--- src/modsel_pkg.sv ---
// Purpose: Constants for the internal module select decoder
// Assumes: 32-bit byte addresses on both internal buses
// Notes:   Memory block sizes are powers of two, given as log2 of bytes
package modsel_pkg;

	localparam int unsigned ADDR_W = 32;

	// --------------------------------------------------------------
	// Placement field encodings
	// --------------------------------------------------------------
	localparam logic [1:0] PLACE_LOW_START  = 2'h0;
	localparam logic [1:0] PLACE_LOW_END    = 2'h1;
	localparam logic [1:0] PLACE_HIGH_START = 2'h2;
	localparam logic [1:0] PLACE_HIGH_END   = 2'h3;

	localparam logic [31:0] LOW_START_ADDR  = 32'h0000_0000;
	localparam logic [31:0] LOW_END_ADDR    = 32'h000F_FFFF;
	localparam logic [31:0] HIGH_START_ADDR = 32'hFFF0_0000;
	localparam logic [31:0] HIGH_END_ADDR   = 32'hFFFF_FFFF;

	// --------------------------------------------------------------
	// Control register and peripheral bridge window
	// --------------------------------------------------------------
	localparam logic [31:0] CTRL_WIN_BASE = 32'h8000_0000;
	localparam logic [31:0] CTRL_WIN_LAST = 32'h8007_FFFF;
	localparam logic [31:0] CTRL_REG_BASE = 32'h8007_F000;
	localparam logic [31:0] CTRL_REG_SIZE = 32'h0000_1000;
	localparam int unsigned BRIDGE_N_MIN  = 13;
	localparam int unsigned BRIDGE_N_MAX  = 19;

	// Destination codes for one access
	typedef enum logic [2:0] {
		DEST_EXTERNAL = 3'h0,
		DEST_IMEM     = 3'h1,
		DEST_LMEM     = 3'h3,
		DEST_CTRL     = 3'h2,
		DEST_BRIDGE   = 3'h6,
		DEST_ERROR    = 3'h7
	} dest_t;

endpackage

--- src/module_select_decode.sv ---
// Purpose: Module select decode for the instruction and load/store buses
// Assumes: Placement fields and enables are held stable by configuration logic
// Notes:   Selects are combinational; only the error strobes are registered
//          Overlap is judged by equal placement codes, exact for the default sizes
//          A bridge exponent outside its legal span is clamped, not refused
//          A fetch into the bridge range is refused like one into the registers
//
// Operation
// - One shared map serves both buses
// - Module control registers stay at fixed address
// - Load/store masters may reach instruction-bus slaves
// - Instruction fetch may run from load/store RAM
// - One select block per memory category
// - Codes 00 and 10 fix block start
// - Codes 01 and 11 fix block end
// - Other boundary follows the block size
// - Each bus field places its own block
// - Unimplemented hole in block raises machine check
// - 0x80000000-0x8007FFFF is control and bridge window
// - Top 4K of window selects control registers
// - Bridge abuts registers, size 2^n minus 4K
// - Control and bridge selects cannot be disabled
// - Fetch to control window gives transfer error
// - Absent memory access goes to external bus
// - Present overlapping memories both go external
`timescale 1ns/1ps
module module_select_decode
	import modsel_pkg::*;
#(
	parameter int unsigned IMEM_LOG2  = 18,
	parameter int unsigned LMEM_LOG2  = 16,
	parameter int unsigned IMEM_IMPL  = 32'h0003_0000,
	parameter int unsigned LMEM_IMPL  = 32'h0000_8000,
	parameter int unsigned BRIDGE_N   = 19
)
(
	input  wire logic                ref_clk,
	input  wire logic                rst_n,
	input  wire logic [1:0]          instr_mem_placement,
	input  wire logic [1:0]          ldst_mem_placement,
	input  wire logic                instr_mem_enable,
	input  wire logic                ldst_mem_enable,
	input  wire logic                ldst_cross_enable,
	input  wire logic                instr_mem_present,
	input  wire logic                ldst_mem_present,
	input  wire logic                ib_valid,
	input  wire logic [ADDR_W-1:0]   ib_addr,
	input  wire logic                lb_valid,
	input  wire logic [ADDR_W-1:0]   lb_addr,
	output logic                     ib_sel_imem,
	output logic                     ib_sel_lmem,
	output logic                     ib_sel_external,
	output logic                     ib_machine_check,
	output logic                     ib_transfer_error_ack,
	output logic                     lb_sel_imem,
	output logic                     lb_sel_lmem,
	output logic                     lb_sel_ctrl,
	output logic                     lb_sel_bridge,
	output logic                     lb_sel_external,
	output logic                     lb_machine_check,
	output logic                     ib_error_q_out,
	output logic                     lb_error_q_out
);

	// --------------------------------------------------------------
	// Block placement
	// --------------------------------------------------------------
	// Base of a block from its placement code and size
	function automatic logic [31:0] block_base(input logic [1:0] code, input int unsigned lg);
		logic [31:0] size;
		size = 32'h1 << lg;
		unique case (code)
			PLACE_LOW_START:  block_base = LOW_START_ADDR;
			PLACE_LOW_END:    block_base = LOW_END_ADDR - size + 32'h1;
			PLACE_HIGH_START: block_base = HIGH_START_ADDR;
			PLACE_HIGH_END:   block_base = HIGH_END_ADDR - size + 32'h1;
		endcase
	endfunction

	// Block hit: address high bits match the aligned base
	function automatic logic in_block(input logic [31:0] a, input logic [31:0] b,
		input int unsigned lg);
		logic [31:0] mask;
		mask = ~((32'h1 << lg) - 32'h1);
		in_block = (a & mask) == (b & mask);
	endfunction

	logic [31:0] imem_base;
	logic [31:0] lmem_base;
	logic        overlap;
	logic        imem_live;
	logic        lmem_live;

	always_comb
	begin
		imem_base = block_base(instr_mem_placement, IMEM_LOG2);
		lmem_base = block_base(ldst_mem_placement, LMEM_LOG2);
		// Code equality stands for address overlap; bigger blocks would need a range test
		overlap   = instr_mem_placement == ldst_mem_placement;
		// Both present and overlapping is a mapping error: neither responds
		imem_live = instr_mem_present && instr_mem_enable
			&& !(overlap && ldst_mem_present);
		lmem_live = ldst_mem_present && ldst_mem_enable
			&& !(overlap && instr_mem_present);
	end

	// --------------------------------------------------------------
	// Shared decode, one copy per bus
	// --------------------------------------------------------------
	// An out-of-range bridge exponent is pulled into the legal span, so
	// the bridge never spills out of the window
	localparam int unsigned BRIDGE_LOG2 = (BRIDGE_N < BRIDGE_N_MIN) ? BRIDGE_N_MIN
		: (BRIDGE_N > BRIDGE_N_MAX) ? BRIDGE_N_MAX : BRIDGE_N;
	localparam logic [31:0] BRIDGE_BASE = CTRL_REG_BASE
		- ((32'h1 << BRIDGE_LOG2) - CTRL_REG_SIZE);

	localparam int unsigned N_BUS  = 2;
	localparam int unsigned BUS_IB = 0;
	localparam int unsigned BUS_LB = 1;

	logic [ADDR_W-1:0] bus_addr [N_BUS];
	dest_t             ib_dest;
	dest_t             lb_dest;
	logic              ib_ctrl_hit;

	always_comb
	begin
		bus_addr[BUS_IB] = ib_addr;
		bus_addr[BUS_LB] = lb_addr;
	end

	// Array window control registers are not in the block; they live in the
	// fixed register page, so relocating the array never moves them.
	for (genvar b = 0; b < N_BUS; b++)
	begin : g_bus
		logic [ADDR_W-1:0] addr;
		logic [ADDR_W-1:0] off_imem;
		logic [ADDR_W-1:0] off_lmem;
		logic              hit_ctrl;
		logic              hit_bridge;
		logic              hit_imem;
		logic              hit_lmem;
		dest_t             dest;

		always_comb
		begin
			addr       = bus_addr[b];
			off_imem   = addr - imem_base;
			off_lmem   = addr - lmem_base;
			hit_ctrl   = addr >= CTRL_REG_BASE && addr <= CTRL_WIN_LAST;
			hit_bridge = addr >= BRIDGE_BASE && addr < CTRL_REG_BASE;
			hit_imem   = in_block(addr, imem_base, IMEM_LOG2) && imem_live;
			hit_lmem   = in_block(addr, lmem_base, LMEM_LOG2) && lmem_live;
			// Fixed window outranks any array placed over it
			dest = DEST_EXTERNAL;
			if (hit_ctrl)
				dest = DEST_CTRL;
			else if (hit_bridge)
				dest = DEST_BRIDGE;
			else if (hit_imem)
				dest = (off_imem < IMEM_IMPL) ? DEST_IMEM : DEST_ERROR;
			else if (hit_lmem)
				dest = (off_lmem < LMEM_IMPL) ? DEST_LMEM : DEST_ERROR;
		end
	end

	// --------------------------------------------------------------
	// Outcome per bus
	// --------------------------------------------------------------
	// Exactly one outcome per valid cycle on each bus
	always_comb
	begin
		ib_dest = g_bus[BUS_IB].dest;
		lb_dest = g_bus[BUS_LB].dest;
		ib_ctrl_hit = ib_dest == DEST_CTRL || ib_dest == DEST_BRIDGE;
		// Instruction side
		ib_sel_imem      = ib_valid && ib_dest == DEST_IMEM;
		ib_sel_lmem      = ib_valid && ib_dest == DEST_LMEM;
		ib_sel_external  = ib_valid && ib_dest == DEST_EXTERNAL;
		ib_machine_check = ib_valid && ib_dest == DEST_ERROR;
		ib_transfer_error_ack = ib_valid && ib_ctrl_hit;
		// Load/store side; cross access to the instruction array may be sent off chip
		lb_sel_imem      = lb_valid && lb_dest == DEST_IMEM && ldst_cross_enable;
		lb_sel_lmem      = lb_valid && lb_dest == DEST_LMEM;
		lb_sel_ctrl      = lb_valid && lb_dest == DEST_CTRL;
		lb_sel_bridge    = lb_valid && lb_dest == DEST_BRIDGE;
		lb_sel_external  = lb_valid && (lb_dest == DEST_EXTERNAL
			|| (lb_dest == DEST_IMEM && !ldst_cross_enable));
		lb_machine_check = lb_valid && lb_dest == DEST_ERROR;
	end

	// --------------------------------------------------------------
	// Registered error record
	// --------------------------------------------------------------
	typedef struct packed {
		logic ib_err;
		logic lb_err;
	} state_t;

	state_t s_q;
	state_t s_d;

	always_comb
	begin
		// One pulse per error cycle; back-to-back errors stay high
		s_d.ib_err = ib_machine_check || ib_transfer_error_ack;
		s_d.lb_err = lb_machine_check;
	end

	always_ff @(posedge ref_clk)
	begin
		if (!rst_n)
			s_q <= '0;
		else
			s_q <= s_d;
	end

	assign ib_error_q_out = s_q.ib_err;
	assign lb_error_q_out = s_q.lb_err;

endmodule

--- config.mk ---
export PLATFORM = sky130hd
export DESIGN_NAME = module_select_decode
export DESIGN_NICKNAME = d
export VERILOG_FILES = /design/src/modsel_pkg.sv /design/src/module_select_decode.sv
export SDC_FILE = /design/constraint.sdc
export NUM_CORES = 1
export LEC_CHECK = 0
export ABC_AREA = 1
export BUFFER_PORTS_ARGS = -buffer_cell sky130_fd_sc_hd__buf_2
export CAP_MARGIN = 20
export CORE_AREA = 2 2 73 103
export CTS_CLUSTER_DIAMETER = 120
export DETAILED_ROUTE_END_ITERATION = 8
export DIE_AREA = 0 0 75 105
export PLACE_DENSITY = 0.95
export SKIP_CTS_REPAIR_TIMING = 1
export SLEW_MARGIN = 20
export SYNTH_ARGS = -nofsm -noshare
export SYNTH_HDL_FRONTEND = slang
export SYNTH_SLANG_ARGS = --single-unit
--- constraint.sdc ---
create_clock -name ref_clk -period 3.7 [get_ports ref_clk]
set_clock_uncertainty 0.1 [all_clocks]
set_input_delay 0.37 -clock ref_clk [delete_from_list [all_inputs] [get_ports ref_clk]]
set_output_delay 0.37 -clock ref_clk [all_outputs]
set_load 0.02 [all_outputs]
==> implementation parameters <==
Parameter                              Value

Min path
  Class of the tightest hold or removal check    input port to flip-flop
  Worst Min Path Start    rst_n

Clocking
  TritonCTS Buffers    3
  Sinks on the clock net    2
  Maximum buffer depth of the clock tree    2
  Number of levels in the clock H-tree    1
  Clock tree from TritonCTS    built
  Clock slew at the register clock pins of the worst setup and hold paths    around 0.03 ns
  Root buffer cell    clkbuf_8

Cells and area
  Number of filler instances in the final layout    662
  Most frequent cells in the layout    287 x nand2_1, 149 x inv_1, 80 x nor2_1
  Antenna diode instance count    0
  Area Overhead vs Synth    12.3%
  Final #Nets    1006
  Most frequent standard cell in the layout excluding fill and tap cells    nand2_1
  Final core occ    66.7%
  Storage cell area    approximately 40 sq um
  Share of layout cells above drive strength 1    between 10% and 20%
  Post-Layout Cell Count    roughly 960
  Multi-input combinational cell area    ~3500 sq um

STA
  Max-slew violation count    0
  Share of the cycle needed by the critical path after routing    between 90% and 100%
  Tightest Pin Transition    0.513 ns
  Count of endpoints failing setup in the final report    0
  Total Neg Setup Slack    0 ns
  Final count of hold timing violations    0
  Clock period minus worst slack    3.40 ns
  Worst slew margin relative to its limit    between 60% and 70%
  Setup repair after global routing missed its margin    false
  Final critical-path setup slack    a little under 0.3 ns
  Peak clock frequency supported by timing    between 200 and 300 MHz

Logic synthesis
  Synthesis-stage register bit count    2
  Syn_area_per_cell    between 5 and 6 sq um
  Number of unique standard cell types used by synthesis    34
  Yosys synthesis warning count    0
  Cell area after synthesis    approximately 4000 sq um
  Biggest area consumer among synthesized cells    nand2_1
  Fraction of synthesized cell area taken by the top area cell type    approximately a quarter
  Number of synthesized flops with an enable pin    0
  Number of nets produced by synthesis    around 930
  Cell count after synthesis    ~800
  Leading register cell type out of synthesis    dfxtp_1
  Sequential area share after synthesis    less than 1%
  Fraction of registers with async set or reset after synthesis    0%
  Leading post-synthesis cells by cell area    nand2_1 26%, ha_1 17%, inv_1 14%

Worst setup path
  Kind of critical path    input port to primary output
  Worst setup path endpoint    ib_sel_lmem
  Arrival time of data at the critical path endpoint    2.93 ns
  Critical Path Start Type    input port
  CP startpoint    ldst_mem_placement[1]
  Critical path endpoint category    primary output
  Maximum net fanout on the critical path    15
  Required arrival time at the worst endpoint    3.23 ns

Die
  Effective utilization at floorplan    about three fifths
  Die span in y    ~110 microns
  Io pins    90
  Site row count    36
  Chip width    around 75 microns
  Std-Cell Core Area    between 6000 and 7000 sq um
  Area of the die    between 7000 and 8000 sq um

Place
  Placement Setup Slack    0.371 ns
  DPL Wire Length    ~10 mm
  Buffers on Ports    65
  Routability cong.    roughly 1.0
  Placed Cells    around 960

Detailed routing
  Routed via count divided by cell count    between 5 and 6
  Average wire per cell in the routed design    approximately 12 microns
  Final ANT Viol Nets    0
  DRT Wirelength    11.7 mm
  DR pass1 iterations    7
  DR DRC count    0
  Count of vias placed by the detailed router    around 5200
  Count of routing violations after the opening detailed-route iteration    243

Global routing
  Overall global routing resource usage    30.6%
  Overall overflow remaining after global route    0
  Number of global-route vias before repair    about 4900
  Number of antenna violations at the first check in global routing    0
  Largest net degree at the start of global routing    16
  Wire length of the first global-routing pass    a little under 20 mm

Pwr
  Power, Total    approximately 0.76 mW
  Power per unit of standard cell area    about 160 nW/um^2
  Leak Pwr    just under 3 nW
  Peak ir drop on the vdd network    roughly 0.08 mV

Status
  Status    finished clean

Run
  Max-capacitance violation count    0
-- area by class of cell --
class,instances,area share (%)
Tap cell,95,2.59
Multi-Input combinational cell,645,75.9
Timing Repair Buffer,68,7.56
Inverter,149,12.2
Sequential cell,2,0.871
Clock buffer,3,0.898
-- routing by layer --
layer	up-vias	track usage, %	routed length (microns)
li1	2691	-	-
met1	2273	32.1	4560
met2	199	56.5	5880
met3	66	2.70	553
met4	0	16.8	671
met5	-	0	0
-- logic make-up after synthesis --
group | count (synthesis) | share of synthesized area [%]
AOI/OAI and AO/OA | 67 | 9.57
xor gates and xnor gates | 16 | 3.42
and+or+nand+nor | 502 | 53.2
buffers and inverters | 150 | 13.8
DFF | 2 | 0.978
adders and majority gates | 60 | 19.1
-- sequential cells by signal, indices dropped and copies added, names as in the netlist --
name / cells
ib_error_q_out: 1
lb_error_q_out: 1
-- through the flow --
stage / area [sq um] / hold WS (ns)
after global placement: 4560 / 0.511
after CTS: 4600 / 0.317
final: 4600 / 0.318
after detailed placement: 4560 / 0.531
after global routing: 4600 / 0.328
after floorplan: 4090 / 0.410
-- power by group --
part / internal [mW] / leakage [nW] / switching [mW]
Combinational: 0.237 / 2.84 / 0.409
Sequential: 0.0217 / 0.0161 / 0.000000163
Clock: 0.0689 / 0.0216 / 0.0182
-- cell usage after synthesis, types with 2 or more instances --
master	count
nand2_1	287
inv_1	149
nor2_1	80
nand3_1	71
ha_1	56
a21oi_1	40
nand4_1	22
nand3b_1	13
xor2_1	10
nor3_1	8
o21bai_1	7
o21ai_0	6
xnor2_1	6
a21o_1	4
fa_1	4
nand2_2	4
nor4_1	4
a21oi_2	3
a31oi_1	2
and2_1	2
dfxtp_1	2
nand3_2	2
nor2_2	2
nor3b_1	2
o21ai_2	2
-- worst max-delay path, stage by stage --
cell     delay, ns
buf_2         0.14
inv_1         0.25
buf_4         0.31
ha_1          0.33
nand2_1       0.13
inv_1         0.05
a21oi_1       0.18
nand2_1       0.13
nand2_1       0.08
nand4_1       0.09
nor2_1        0.10
nand2_1       0.05
nor2_1        0.12
nand3_1       0.13
nand2_1       0.08
nand2_1       0.08
a21oi_1       0.12
buf_2         0.18
-- worst min path at each step --
| stage | cells after the start | endpoint | slack [ns] |
|---|---|---|---|
| 6_report | 3 | ib_error_q_out | 0.32 |
| 5_1_grt | 3 | ib_error_q_out | 0.33 |
| 4_1_cts | 3 | ib_error_q_out | 0.32 |
| 3_5_place_dp | 3 | ib_error_q_out | 0.53 |
| 3_3_place_gp | 3 | ib_error_q_out | 0.51 |
| 2_1_floorplan | 2 | ib_error_q_out | 0.41 |
(Power assumes the default switching activity.)
